### src/hw/fwal_defs.vh
// Constants for the fault, warning and alert logic.
`ifndef FWAL_DEFS_VH
`define FWAL_DEFS_VH
// Command codes of the registers this block answers.
`define FWAL_CMD_MFR_STATUS 8'h80
`define FWAL_CMD_ALERT1_CFG 8'hd5
`define FWAL_CMD_ALERT2_CFG 8'hd6
`define FWAL_CMD_ALERT_CTRL 8'hd8
`define FWAL_CMD_STATUS_ALL 8'he0
// Reset values of the alert enable sets and control.
`define FWAL_ALERT1_RST 16'h8000
`define FWAL_ALERT2_RST 16'h0000
`define FWAL_CTRL_RST 8'h00
// Fields of the alert control register.
`define FWAL_CTRL_INV1 0
`define FWAL_CTRL_INV2 1
`define FWAL_CTRL_W2_UNDER 2
`define FWAL_CTRL_RANGE50 3
// Status bit positions.
`define FWAL_ST_UV 0
`define FWAL_ST_OV 1
`define FWAL_ST_OC 2
`define FWAL_ST_COMM_ERR 3
`define FWAL_ST_REG_ACTIVE 4
`define FWAL_ST_IOC 5
`define FWAL_ST_IW2 6
`define FWAL_ST_VINUV 7
`define FWAL_ST_VINOV 8
`define FWAL_ST_VAUXUV 9
`define FWAL_ST_VAUXOV 10
`define FWAL_ST_PINOP 11
`define FWAL_ST_FET 15
// Shutdown cause codes.
`define FWAL_CAUSE_NONE 2'h0
`define FWAL_CAUSE_UV 2'h1
`define FWAL_CAUSE_OV 2'h2
`define FWAL_CAUSE_OC 2'h3
// Code conversion: offset of zero sense voltage, sense step sizes in nV, voltage steps in uV.
`define FWAL_SENSE_ZERO 12'h800
`define FWAL_LSB25_NV 16'd12400
`define FWAL_LSB50_NV 16'd24770
`define FWAL_LSBV_UV 9'd368
`define FWAL_HALF_LSBV_UV 9'd184
`endif

### src/hw/fwal_alert_logic.v
// Fault and warning latching, alert pin drive and alert response for a hot swap controller.
`timescale 1ns/1ps
`include "fwal_defs.vh"
module fwal_alert_logic #(
  parameter ADC_W = 12
) (
  input wire ref_clk,
  input wire rst_n,
  input wire clk_en,
  input wire upper_undervolt_pin,
  input wire lower_undervolt_pin,
  input wire high_threshold_sense_pin,
  input wire overcurrent_timeout,
  input wire current_regulation_active_flag,
  input wire fet_health_bad,
  input wire comm_error_flag,
  input wire hot_swap_on_off_command,
  input wire clear_faults,
  input wire cmd_wr,
  input wire cmd_rd,
  input wire [7:0] cmd_code,
  input wire [15:0] cmd_wr_data,
  output reg [15:0] cmd_rd_data,
  input wire current_sample_valid,
  input wire [ADC_W-1:0] current_reading,
  input wire voltage_sample_valid,
  input wire [ADC_W-1:0] input_voltage_reading,
  input wire [ADC_W-1:0] aux_voltage_reading,
  input wire power_sample_valid,
  input wire [15:0] power_reading,
  input wire [ADC_W-1:0] overcurrent_warning_threshold,
  input wire [ADC_W-1:0] current_warning2_threshold,
  input wire [ADC_W-1:0] vin_uv_threshold,
  input wire [ADC_W-1:0] vin_ov_threshold,
  input wire [ADC_W-1:0] vaux_uv_threshold,
  input wire [ADC_W-1:0] vaux_ov_threshold,
  input wire [15:0] power_threshold,
  input wire [6:0] own_address,
  input wire ara_ack_phase,
  input wire ara_lost,
  output wire [7:0] ara_address_byte,
  output wire ara_pending,
  output reg hot_swap_gate_on,
  output wire first_alert_output,
  output wire first_alert_oe_n,
  output wire second_alert_output,
  output wire second_alert_oe_n,
  output reg signed [26:0] sense_voltage_nv,
  output reg [20:0] input_voltage_uv
);

  // ---------------------------------------------------------------
  // Synchronisers for analog pin inputs
  // ---------------------------------------------------------------
  wire [5:0] pin_raw;
  reg [5:0] pin_meta;
  reg [5:0] pin_sync;
  assign pin_raw = {fet_health_bad, current_regulation_active_flag, overcurrent_timeout,
                    high_threshold_sense_pin, lower_undervolt_pin, upper_undervolt_pin};

  // Both stages reset to the idle level of every pin, so no false event follows reset.
  always @(posedge ref_clk) begin
    if (!rst_n) begin
      pin_meta <= 6'h00;
      pin_sync <= 6'h00;
    end else if (clk_en) begin
      pin_meta <= pin_raw;
      pin_sync <= pin_meta;
    end
  end

  wire uv_now;
  wire ov_now;
  wire oc_now;
  assign uv_now = pin_sync[0] | pin_sync[1];
  assign ov_now = pin_sync[2];
  assign oc_now = pin_sync[3];

  // ---------------------------------------------------------------
  // Configuration registers
  // ---------------------------------------------------------------
  reg [15:0] first_alert_enable_set;
  reg [15:0] second_alert_enable_set;
  reg [7:0] alert_ctrl;

  always @(posedge ref_clk) begin
    if (!rst_n) begin
      first_alert_enable_set <= `FWAL_ALERT1_RST;
      second_alert_enable_set <= `FWAL_ALERT2_RST;
      alert_ctrl <= `FWAL_CTRL_RST;
    end else if (clk_en && cmd_wr) begin
      case (cmd_code)
        `FWAL_CMD_ALERT1_CFG: first_alert_enable_set <= cmd_wr_data;
        `FWAL_CMD_ALERT2_CFG: second_alert_enable_set <= cmd_wr_data;
        `FWAL_CMD_ALERT_CTRL: alert_ctrl <= cmd_wr_data[7:0];
        // Unmapped codes leave every register as it was.
        default: alert_ctrl <= alert_ctrl;
      endcase
    end
  end

  // ---------------------------------------------------------------
  // Hot swap control and shutdown cause
  // ---------------------------------------------------------------
  reg cmd_on_d;
  reg fault_off;
  reg [1:0] shutdown_cause_field;
  wire cmd_rise;
  wire any_fault;
  assign cmd_rise = hot_swap_on_off_command & ~cmd_on_d;
  assign any_fault = uv_now | ov_now | oc_now;

  always @(posedge ref_clk) begin
    if (!rst_n) begin
      cmd_on_d <= 1'b0;
      fault_off <= 1'b0;
      shutdown_cause_field <= `FWAL_CAUSE_NONE;
      hot_swap_gate_on <= 1'b0;
    end else if (clk_en) begin
      cmd_on_d <= hot_swap_on_off_command;
      // A fault latches the gate off until the command is cycled off and on.
      if (any_fault) begin
        fault_off <= 1'b1;
      end else if (cmd_rise) begin
        fault_off <= 1'b0;
      end
      // The cause names the first fault that turned a running output off.
      if (hot_swap_gate_on && any_fault) begin
        if (uv_now) begin
          shutdown_cause_field <= `FWAL_CAUSE_UV;
        end else if (ov_now) begin
          shutdown_cause_field <= `FWAL_CAUSE_OV;
        end else begin
          shutdown_cause_field <= `FWAL_CAUSE_OC;
        end
      end else if ((clear_faults || cmd_rise) && !any_fault) begin
        shutdown_cause_field <= `FWAL_CAUSE_NONE;
      end
      // Warnings are deliberately absent from this term.
      hot_swap_gate_on <= hot_swap_on_off_command & ~fault_off & ~any_fault;
    end
  end

  // ---------------------------------------------------------------
  // Warning comparisons, strictly above or below
  // ---------------------------------------------------------------
  wire ioc_hit;
  wire iw2_hit;
  wire vinuv_hit;
  wire vinov_hit;
  wire vauxuv_hit;
  wire vauxov_hit;
  wire pinop_hit;
  assign ioc_hit = current_sample_valid &
                   (current_reading > overcurrent_warning_threshold);
  assign iw2_hit = current_sample_valid & (alert_ctrl[`FWAL_CTRL_W2_UNDER] ?
                   (current_reading < current_warning2_threshold) :
                   (current_reading > current_warning2_threshold));
  assign vinuv_hit = voltage_sample_valid & (input_voltage_reading < vin_uv_threshold);
  assign vinov_hit = voltage_sample_valid & (input_voltage_reading > vin_ov_threshold);
  assign vauxuv_hit = voltage_sample_valid & (aux_voltage_reading < vaux_uv_threshold);
  assign vauxov_hit = voltage_sample_valid & (aux_voltage_reading > vaux_ov_threshold);
  assign pinop_hit = power_sample_valid & (power_reading > power_threshold);

  // ---------------------------------------------------------------
  // Latched status
  // ---------------------------------------------------------------
  // Set terms are events this cycle; live terms are conditions that survive a clear.
  // Sample warnings have no live term, so the next violating sample sets them afresh.
  wire [15:0] status_set;
  wire [15:0] status_live;
  wire status_clr;
  wire fet_hit_w;
  reg [15:0] status;
  reg [15:0] next_status;
  // The health input is a level from the gate driver, synchronised here through both stages above.
  assign fet_hit_w = pin_sync[5];
  assign status_set = {fet_hit_w, 3'h0, pinop_hit, vauxov_hit, vauxuv_hit, vinov_hit,
                       vinuv_hit, iw2_hit, ioc_hit, pin_sync[4], comm_error_flag,
                       oc_now, ov_now, uv_now};
  assign status_live = {fet_hit_w, 10'h000, pin_sync[4], 1'b0, oc_now, ov_now, uv_now};
  assign status_clr = clear_faults | cmd_rise;

  always @* begin
    next_status = status;
    if (status_clr) begin
      next_status = status & status_live;
    end
    next_status = next_status | status_set;
  end

  always @(posedge ref_clk) begin
    if (!rst_n) begin
      status <= 16'h0000;
    end else if (clk_en) begin
      status <= next_status;
    end
  end

  // ---------------------------------------------------------------
  // Alert state and alert response
  // ---------------------------------------------------------------
  reg first_active;
  reg second_active;
  wire [15:0] new_bits;
  wire first_new;
  wire second_new;
  wire alert_release;
  // A bit counts if it was 0 last cycle or a clear drops it; live bits held through a clear never reassert.
  assign new_bits = next_status & ~(status & ~{16{status_clr}} | status & status_live);
  assign first_new = |(new_bits & first_alert_enable_set);
  assign second_new = |(new_bits & second_alert_enable_set);
  assign alert_release = clear_faults | (ara_ack_phase & ~ara_lost);
  assign ara_pending = first_active | second_active;
  assign ara_address_byte = {own_address, 1'b0};

  always @(posedge ref_clk) begin
    if (!rst_n) begin
      first_active <= 1'b0;
      second_active <= 1'b0;
    end else if (clk_en) begin
      // So an output that sees a fresh event in that cycle may outlast the other one.
      // Both release together; a fresh event in the release cycle still wins.
      first_active <= first_new | (first_active & ~alert_release);
      second_active <= second_new | (second_active & ~alert_release);
    end
  end

  // The pad is only ever pulled low or released; the pull-up supplies the high.
  assign first_alert_output = 1'b0;
  assign second_alert_output = 1'b0;
  assign first_alert_oe_n = ~(first_active ^ alert_ctrl[`FWAL_CTRL_INV1]);
  assign second_alert_oe_n = ~(second_active ^ alert_ctrl[`FWAL_CTRL_INV2]);

  // ---------------------------------------------------------------
  // Code conversion and register reads
  // ---------------------------------------------------------------
  wire signed [13:0] sense_steps;
  wire signed [16:0] sense_lsb;
  wire [12:0] vin_twice;
  assign sense_steps = $signed({2'b00, current_reading}) - $signed({2'b00, `FWAL_SENSE_ZERO});
  assign sense_lsb = alert_ctrl[`FWAL_CTRL_RANGE50] ? $signed({1'b0, `FWAL_LSB50_NV}) :
                     $signed({1'b0, `FWAL_LSB25_NV});
  assign vin_twice = {input_voltage_reading, 1'b1};
  // Full products are kept so that the narrowing below is a deliberate cut.
  // Codes far from zero in the 50 mV range need 27 signed bits of nanovolts.
  wire signed [30:0] sense_prod;
  wire [21:0] vin_prod;
  assign sense_prod = sense_steps * sense_lsb;
  assign vin_prod = vin_twice * `FWAL_HALF_LSBV_UV;

  always @(posedge ref_clk) begin
    if (!rst_n) begin
      sense_voltage_nv <= 27'sh0000000;
      input_voltage_uv <= 21'h000000;
      cmd_rd_data <= 16'h0000;
    end else if (clk_en) begin
      if (current_sample_valid) begin
        sense_voltage_nv <= sense_prod[26:0];
      end
      if (voltage_sample_valid) begin
        // 368 uV times (code + 0.5) is 184 uV times (2 * code + 1).
        input_voltage_uv <= vin_prod[20:0];
      end
      // The read word is registered and stands until the next read.
      if (cmd_rd) begin
        case (cmd_code)
          `FWAL_CMD_MFR_STATUS: cmd_rd_data <= {8'h00, status[7:3] != 5'h00,
                                                status[2:0], 2'b00, shutdown_cause_field};
          `FWAL_CMD_ALERT1_CFG: cmd_rd_data <= first_alert_enable_set;
          `FWAL_CMD_ALERT2_CFG: cmd_rd_data <= second_alert_enable_set;
          `FWAL_CMD_ALERT_CTRL: cmd_rd_data <= {8'h00, alert_ctrl};
          `FWAL_CMD_STATUS_ALL: cmd_rd_data <= status;
          default: cmd_rd_data <= 16'h0000;
        endcase
      end
    end
  end

endmodule

### config.mk
export PLATFORM = sky130hd
export DESIGN_NAME = fwal_alert_logic
export DESIGN_NICKNAME = d
export VERILOG_FILES = /design/src/hw/fwal_alert_logic.v
export VERILOG_INCLUDE_DIRS = /design/src /design/src/hw
export SDC_FILE = /design/constraint.sdc
export NUM_CORES = 1
export LEC_CHECK = 0
export CAP_MARGIN = 20
export CORE_ASPECT_RATIO = 1.75
export CORE_MARGIN = 4
export CORE_UTILIZATION = 30
export DETAILED_ROUTE_END_ITERATION = 6
export DONT_BUFFER_PORTS = 1
export SYNTH_ARGS = -nofsm -noshare
export SYNTH_HDL_FRONTEND = slang
export SYNTH_SLANG_ARGS = --single-unit
### constraint.sdc
create_clock -name ref_clk -period 6.2 [get_ports ref_clk]
set_input_delay 0.31 -clock ref_clk [delete_from_list [all_inputs] [get_ports ref_clk]]
set_output_delay 0.31 -clock ref_clk [all_outputs]
set_load 0.05 [all_outputs]
Word-level counts from Yosys, hierarchy flattened --
Cells that the tools add are included.
Word-level totals: register bits after elaboration 136, bits in latches 0, bits in writable memories 0, bits in read-only memories 0, input port bits 190, output and inout bits 78, word-level logic and storage cells 98, memories 0
Operators by class: add/subtract/negate cells 1, $mul 2, div/mod/pow operators 0, $lt $le $gt $ge 8, equal/unequal tests 5, shifts and indexed selects 0, multiplexer cells 10, bitwise logic cells 39, reductions and logical operators 18
Operators by type and width (number):
- 16-bit AND | 5
- 16-bit case mux with 5 select lines | 1
- 12-bit > comparator | 4
- 8-bit == test, second input constant | 5
- 12-bit < comparator | 3
- 16-bit inverter | 2
- 16-bit bitwise OR | 2
- 16-bit OR reduction | 2
- 13-bit by 16-bit multiplier with 27-bit output | 1
- 13-bit by 5-bit multiplier with 18-bit output, second input constant | 1
- 16-bit > comparator | 1
- 16-bit two-way mux | 1
- 2-bit AND reduction | 8
- 15-bit two-way mux | 1
- 1-bit AND | 13
- 12-bit by 12-bit subtractor with 13-bit output, second input constant | 1
- 1-bit bitwise OR | 8
- 1-bit inverter | 7
- 2-bit two-way mux | 3
- 5-bit nonzero test | 1
- 1-bit two-way mux | 4
- 2-bit nonzero test | 2
- 1-bit logical AND | 3
- 1-bit bitwise XOR | 2
- 2 further kinds | 2

Depth between registers and ports, before layout --
Gate-level depths: netlist (run 1).
depth in word-level cells 11, gate-level depth with buffers 23, mapped depth without buffers 22

Worst setup path before layout (run 1) --
OpenSTA, ideal clock, no wires.
path type reg-to-reg, from reg alert_ctrl[3], to reg sense_voltage_nv[24], setup time 0.091 ns, data arrival time 5.411 ns, required time 6.109 ns, setup slack 0.698 ns, cell stages (with the launch flop) 23, buffers on the path 2, period minus slack after synthesis 5.502 ns, path through dfxtp_1 clkbuf_1 clkbuf_1 nand2_1 fa_1 inv_1 ha_1 inv_1 fa_1 inv_1 fa_1 fa_1 inv_1 fa_1 inv_1 ha_1 nand3_1 o2111ai_1 nand2_1 o221ai_2 a211oi_1 or3_1 a311oi_1
Between the ends: word-level cells in the longest chain between the ends 2
RTL lines:
- from (decl) | line fwal_alert_logic.v:84 | reg [7:0] alert_ctrl;
- from (signal assigned) | line fwal_alert_logic.v:90 | alert_ctrl <= `FWAL_CTRL_RST;
- from (signal assigned) | line fwal_alert_logic.v:95 | `FWAL_CMD_ALERT_CTRL: alert_ctrl <= cmd_wr_data[7:0];
- from (signal assigned) | line fwal_alert_logic.v:97 | default: alert_ctrl <= alert_ctrl;
- 15-bit two-way mux | line fwal_alert_logic.v:242 | assign sense_lsb = alert_ctrl[`FWAL_CTRL_RANGE50] ? $signed({1'b0, `FWAL_LSB50_NV}) :
- 13-bit by 16-bit multiplier with 27-bit output | line fwal_alert_logic.v:249 | assign sense_prod = sense_steps * sense_lsb;
- to (signal assigned) | line fwal_alert_logic.v:259 | sense_voltage_nv <= sense_prod[26:0];
- to (decl) | line fwal_alert_logic.v:48 | output reg signed [26:0] sense_voltage_nv,
Every way passes these cells. A chain may end at the register's enable or synchronous reset.

Worst setup path after layout (run 1) --
Same ends and word-level chain as after synthesis.

==> flow_metrics.py, run 1 <==
metrics = {
    "cells_and_area": {
        "layout_common_cells": "221 x ha_1, 220 x inv_1, 179 x nand2_1, 135 x dfxtp_1, 125 x a21oi_1",
        "fill_cells": 4294,
        "layout_commonest_cell": "ha_1",
        "syn_to_final_growth_pct": 10.4,
        "final_nets": 1964,
        "final_cell_area_um2": 13700,
        "drive_gt1_share_pct": 3.68,
    },
    "worst_setup_path": {
        "critPathMaxStageDelay_ns": 0.53,
        "worstSetupPathType": "flop to flop",
        "critPathRequiredTime_ns": 6.53,
        "critical-path-slowest-cell": "fa_1",
        "critPathBufInv": 2,
        "endpoint": "sense_voltage_nv[24]$_SDFFE_PN0P_",
        "r2r_slack_ns": 0.53,
        "cpLargestDelayFamily": "adder cells",
        "critPathMostFrequentCell": "fa_1",
        "startpoint": "alert_ctrl[3]$_SDFFE_PN0P_",
        "crit_arrival_ns": 6.00,
        "start_kind": "flop",
        "r2r_end": "sense_voltage_nv[24]$_SDFFE_PN0P_",
        "cp-end-kind": "flop",
        "worst_r2r_path_depth": 17,
        "crit_chain": "buf_4 > nand2b_1 > fa_1 > fa_1 > inv_1 > fa_1 > fa_1 > fa_1 > ha_1 > ha_1 > nand3_1 > o2111ai_1 > nand2_1 > o221ai_2 > a211oi_1 > or3_1 > a311oi_1",
        "cp.depth": 17,
        "crit_fanout": 15,
        "r2r_start": "alert_ctrl[3]$_SDFFE_PN0P_",
    },
    "clocking": {
        "postCtsSetupRepairBufs": 0,
        "worstSkewPairLatency_ns": 0.44,
        "clockBufferDepth": 2,
        "cts_tree": "built",
        "cts-resized-gates": 0,
        "h-tree-depth": 4,
        "cts.sinks": 135,
        "path_clk_slew_ns": 0.07,
        "numCtsBuffers": 17,
        "root_buffer": "clkbuf_16",
    },
    "grt": {
        "grt_pass1_vias": 10808,
        "grt_start_max_net_pins": 55,
        "antenna_found_initial": 0,
        "grt_use_total_pct": 16.8,
        "grt-ovfl-total": 0,
        "grt_first_pass_wirelength_um": 59000,
    },
    "timing": {
        "setup_viol": 0,
        "drv_slew": 0,
        "fmax_mhz": 176,
        "whs_ns": 0.0226,
        "slew_headroom_pct": 28.0,
        "hold_violations": 0,
        "min_period_ns": 5.67,
        "rsz0062_at_grt": "false",
        "finalSetupTns_ns": 0,
        "period_share_pct": 91.5,
        "clock_skew_ns": 0.00659,
        "worstMarginPinSlew_ns": 1.08,
    },
    "placed_design": {
        "io_buffers": 0,
        "place_area_um2": 12900,
        "gp_congestion": 0.890,
        "place_hpwl_um": 30800,
    },
    "floorplan": {
        "initial_core_util_pct": 30.3,
        "die-width_um": 162,
        "core_um2": 40800,
        "die_y_um": 277,
        "ioPinCount": 268,
        "rows": 98,
        "dieArea_um2": 44700,
    },
    "detailed_routing": {
        "avgRoutedWirePerCell_um": 18.6,
        "ant_nets": 0,
        "route.detailed.drc": 0,
        "wl_um": 38100,
        "vias": 10465,
        "dr.pass1.iters": 6,
        "avgViaCountPerCell": 5.11,
        "first_iter_violations": 589,
    },
    "power": {
        "vdd_drop_max_uv": 167,
        "p_per_area_nw_per_um2": 278,
        "leakagePower_uw": 0.00645,
    },
    "synthesis": {
        "ys.warnings.count": 0,
        "synth_edf_count": 0,
        "syn_inst": 1482,
        "ys_seq_area_share_pct": 21.8,
        "ys_ff_latch": 135,
        "synth_ff_type": "dfxtp_1",
        "async_flop_share_pct": 0,
        "yosys.cell_types.count": 68,
        "syn-cell-area_um2": 12400,
        "avgSynthCellArea_um2": 8.35,
    },
    "run": {
        "drv_cap": 0,
    },
    "min_path": {
        "hp-class": "primary input to flop",
    },
    "status": {
        "status": "finished, final reports clean",
    },
}
[power by group]
part | switching [uW] | leakage (uW) | internal [uW]
Combinational | 911 | 0.00508 | 698
Clock | 465 | 0.000275 | 531
Sequential | 255 | 0.00110 | 933
Total | 1630 | 0.00645 | 2160
[through the flow]
step	util [%]	instances	setup WS (ns)	power [uW]
finish	33.4	2046	0.528	3790
global route	33.4	2045	0.147	4110
CTS	33.4	2045	0.503	3840
detailed placement	31.5	1992	0.572	2800
global placement	31.5	1992	0.641	2770
floorplan	-	1491	0.698	2460
[flip-flops by register name, indices dropped and copies added (netlist names)]
signal                   count
pin_meta                     6
first_active                 1
shutdown_cause_field         2
hot_swap_gate_on             1
cmd_rd_data                 16
second_alert_enable_set     16
status                      16
cmd_on_d                     1
first_alert_enable_set      16
sense_voltage_nv            26
input_voltage_uv            18
fault_off                    1
alert_ctrl                   8
pin_sync                     6
second_active                1
[worst min-delay path by stage]
stage                                                          to  slack, ns                      from  depth (start not counted)
after detailed placement  first_alert_enable_set[15]$_SDFFE_PN1P_       0.41                     rst_n                          1
final                                 cmd_rd_data[0]$_SDFFE_PN0P_       0.02                     rst_n                          2
after floorplan                  input_voltage_uv[4]$_SDFFE_PN0P_       0.41  input_voltage_reading[0]                          1
after global routing                  cmd_rd_data[0]$_SDFFE_PN0P_       0.01                     rst_n                          2
after CTS                             cmd_rd_data[0]$_SDFFE_PN0P_     0.0009                     rst_n                          2
after global placement    first_alert_enable_set[15]$_SDFFE_PN1P_       0.40                     rst_n                          1
[final cells by class]
cell class / instances / area, um^2 / share of cell area (%)
diodes: 1 / 2.50 / 0.0183
clock buffers: 18 / 429 / 3.14
clock inverters: 14 / 133 / 0.971
inverters: 221 / 831 / 6.08
multi-input cells: 1076 / 8590 / 62.9
flip-flops and latches: 135 / 2700 / 19.8
well taps: 550 / 688 / 5.04
repair buffers: 31 / 285 / 2.09
[cells in the mapped netlist, types with 18 or more instances]
cell	number	area share [%]
fa_1	71	11
nor2_1	104	3.2
mux2i_1	24	1.9
nand2_1	179	5.4
xnor2_1	28	2.0
nand3_1	22	0.89
o21ai_0	40	1.6
dfxtp_1	135	22
ha_1	221	22
inv_1	220	6.7
a21o_1	18	1.1
clkbuf_1	35	1.1
a21oi_1	125	5.1
nor3_1	19	0.77
[what timing repair did]
| action | 4_1_cts | 5_1_grt |
|---|---|---|
| hold endpoints to repair | 43 | 0 |
| hold buffers | 21 | 0 |
| endpoints found under the setup margin | 0 | 0 |
[kinds of logic (layout without fill, tap and decap cells)]
logic type	count (synthesis)	count (layout)	share of synthesized area, %
AND/OR/NAND/NOR	419	419	15.7
AO/OA/AOI/OAI	295	295	15.1
adder cells (fa/ha/maj)	292	292	33.8
buffers and inverters	280	284	9.06
flip-flops	135	135	21.8
XOR/XNOR	33	33	2.34
multiplexers	26	26	2.12
other	2	12	0.0607
[layer usage]
metal  routed length (um)  vias to the layer above  global-route usage [%]
met5                    0                        -                       0
met3                 2450                      106                    4.01
met1                13600                     4969                    16.9
li1                     -                     5004                       -
met4                 1830                        0                    8.38
met2                20200                      386                    31.6
Note: power is estimated with default switching activity, not from simulation.
==> run 2: changes to the inputs <==
Settings changed: CORE_ASPECT_RATIO 1.75 to 1.5, CORE_UTILIZATION 30 to 28.
==> run 2 against run 1 <==
Critical path depth rose by 4. Hold slack got worse by 0.0021 ns. Via count fell by 2.7%. Sequential cell count did not move. Fmax fell by 3.1%. Setup slack got worse by 0.18 ns. Largest cell class unchanged. Clock power rose by 6%. Final cell count rose by 0.29%.
==> flow_metrics.py, run 2 (synthesis gave the netlist of run 1 again) <==
metrics = {
    "status": {
        "status": "finished, final reports clean",
    },
    "clocking": {
        "cts.sinks": 135,
        "path_clk_slew_ns": 0.06,
        "h-tree-depth": 4,
        "clockBufferDepth": 2,
        "cts_tree": "built",
        "worstSkewPairLatency_ns": 0.42,
        "root_buffer": "clkbuf_16",
        "cts-resized-gates": 0,
        "numCtsBuffers": 17,
    },
    "worst_setup_path": {
        "startpoint": "alert_ctrl[3]$_SDFFE_PN0P_",
        "r2r_start": "alert_ctrl[3]$_SDFFE_PN0P_",
        "crit_arrival_ns": 6.11,
        "worstSetupPathType": "flop to flop",
        "endpoint": "sense_voltage_nv[26]$_SDFFE_PN0P_",
        "worst_r2r_path_depth": 21,
        "cp-end-kind": "flop",
        "start_kind": "flop",
        "critPathRequiredTime_ns": 6.46,
        "r2r_end": "sense_voltage_nv[26]$_SDFFE_PN0P_",
        "r2r_slack_ns": 0.35,
        "crit_fanout": 13,
    },
    "timing": {
        "finalSetupTns_ns": 0,
        "slew_headroom_pct": 29.2,
        "min_period_ns": 5.85,
        "rsz0062_at_grt": "false",
        "period_share_pct": 94.4,
        "clock_skew_ns": 0.00783,
        "hold_violations": 0,
        "drv_slew": 0,
        "fmax_mhz": 171,
        "worstMarginPinSlew_ns": 1.06,
        "setup_viol": 0,
    },
    "cells_and_area": {
        "regMostFlops": "sense_voltage_nv",
        "top_regs": "sense_voltage_nv x26, input_voltage_uv x18",
        "final_nets": 1946,
        "finalNonFillerCells": 2052,
        "final_cell_area_um2": 13600,
        "drive_gt1_share_pct": 3.59,
        "fill_cells": 4680,
        "diodes": 0,
        "largest_reg_flops": 26,
        "syn_to_final_growth_pct": 9.53,
        "layout_commonest_cell": "ha_1",
        "layout_common_cells": "221 x ha_1, 220 x inv_1, 179 x nand2_1, 135 x dfxtp_1, 125 x a21oi_1",
    },
    "power": {
        "netSwitchingFraction_pct": 40.9,
        "pwr-share-clk_pct": 27.5,
        "internal_power_uw": 2270,
        "power.switching_uw": 1570,
        "p_per_area_nw_per_um2": 284,
        "p_comb_share_pct": 41.5,
        "vdd_drop_max_uv": 183,
        "leakagePower_uw": 0.00639,
        "seq_power_share_pct": 30.9,
    },
    "grt": {
        "grt-ovfl-total": 0,
        "grt_pass1_vias": 10687,
        "grt_first_pass_wirelength_um": 58400,
        "antenna_found_initial": 0,
        "grt_use_total_pct": 15.5,
        "grt_start_max_net_pins": 95,
    },
    "detailed_routing": {
        "first_iter_violations": 478,
        "avgRoutedWirePerCell_um": 18.6,
        "dr.pass1.iters": 7,
        "ant_nets": 0,
        "route.detailed.drc": 0,
        "vias": 10181,
        "wl_um": 38100,
        "avgViaCountPerCell": 4.96,
    },
    "floorplan": {
        "die_y_um": 265,
        "initial_core_util_pct": 28.3,
        "core_um2": 43800,
        "dieArea_um2": 47700,
        "ioPinCount": 268,
        "rows": 94,
        "die-width_um": 180,
    },
    "placed_design": {
        "place_hpwl_um": 30900,
        "io_buffers": 0,
        "dp_cells": 2017,
        "place_area_um2": 12900,
        "gp_congestion": 0.983,
    },
    "min_path": {
        "hp-class": "primary input to flop",
        "hold_depth": 2,
    },
    "run": {
        "drv_cap": 0,
    },
}
==> run 2: cell count changes in the layout (fill, tap and decap cells not counted), sizes merged <==
cell	delta
bufinv	+3
dlygate4sd3	-18
dlymetal6s2s	+1
clkbuf	+2
buf	-1
inv	-7
clkinvlp	+1
diode	-1
==> run 2: area by class of cell <==
cell class | instances | area, um^2 | share of cell area, %
Clock buffer | 20 | 447 | 3.30
Clock inverter | 11 | 150 | 1.11
Inverter | 221 | 832 | 6.14
Multi-Input combinational cell | 1076 | 8590 | 63.4
Sequential cell | 135 | 2700 | 19.9
Tap cell | 576 | 721 | 5.32
Timing Repair Buffer | 13 | 110 | 0.813
==> run 2: through the flow <==
stage	hold slack [ns]	worst slack (ns)	power [uW]	util, %
floorplan	0.406	0.698	2460	-
global placement	0.398	0.443	2760	29.5
detailed placement	0.406	0.380	2810	29.5
CTS	0.00263	0.331	3890	30.9
global route	0.00322	0.0149	4150	31.0
finish	0.0206	0.350	3840	31.0
==> run 2: worst min-delay path by stage <==
stage / slack, ns / start / end
2_1_floorplan: 0.41 / input_voltage_reading[0] / input_voltage_uv[4]$_SDFFE_PN0P_
3_3_place_gp: 0.40 / rst_n / first_alert_enable_set[15]$_SDFFE_PN1P_
3_5_place_dp: 0.41 / rst_n / first_alert_enable_set[15]$_SDFFE_PN1P_
4_1_cts: 0.003 / rst_n / input_voltage_uv[14]$_SDFFE_PN0P_
5_1_grt: 0.003 / cmd_wr_data[6] / first_alert_enable_set[6]$_SDFFE_PN0P_
6_report: 0.02 / cmd_wr_data[10] / second_alert_enable_set[10]$_SDFFE_PN0P_
==> run 2: worst max-delay path: stages, from the launching register on <==
cell,delay (ns)
dfxtp_1,0.50
buf_4,0.24
nand2b_1,0.21
fa_1,0.47
fa_1,0.53
inv_1,0.04
ha_1,0.29
ha_1,0.28
inv_1,0.05
fa_1,0.54
inv_1,0.04
ha_1,0.18
ha_1,0.22
fa_1,0.41
a21oi_1,0.30
o2111ai_1,0.24
nand2_1,0.17
o221ai_2,0.14
a211oi_1,0.37
o21bai_1,0.14
nor4b_1,0.25
nor4_1,0.08
==> run 2: repair_timing <==
item / in CTS / in global routing
buffers inserted: 0 / 0
hold buffers: 2 / 1
endpoints found under the hold margin: 2 / 1
==> run 2: power groups by stage <==
stage / registers, uW / logic [uW] / clock network [uW]
global route: 1200 / 1830 / 1120
global placement: 1210 / 1540 / 0
floorplan: 1180 / 1280 / 0
detailed placement: 1210 / 1590 / 0
finish: 1190 / 1600 / 1060
CTS: 1200 / 1610 / 1080
==> run 2: layer usage <==
| layer | vias up | part of all wire (%) | wire, um | track usage (%) |
|---|---|---|---|---|
| met5 | - | 0 | 0 | 0 |
| met4 | 0 | 2.9 | 1120 | 5.32 |
| met3 | 62 | 7.4 | 2800 | 4.51 |
| met2 | 308 | 53 | 20200 | 29.3 |
| met1 | 4839 | 37 | 13900 | 16.3 |
| li1 | 4972 | - | - | - |
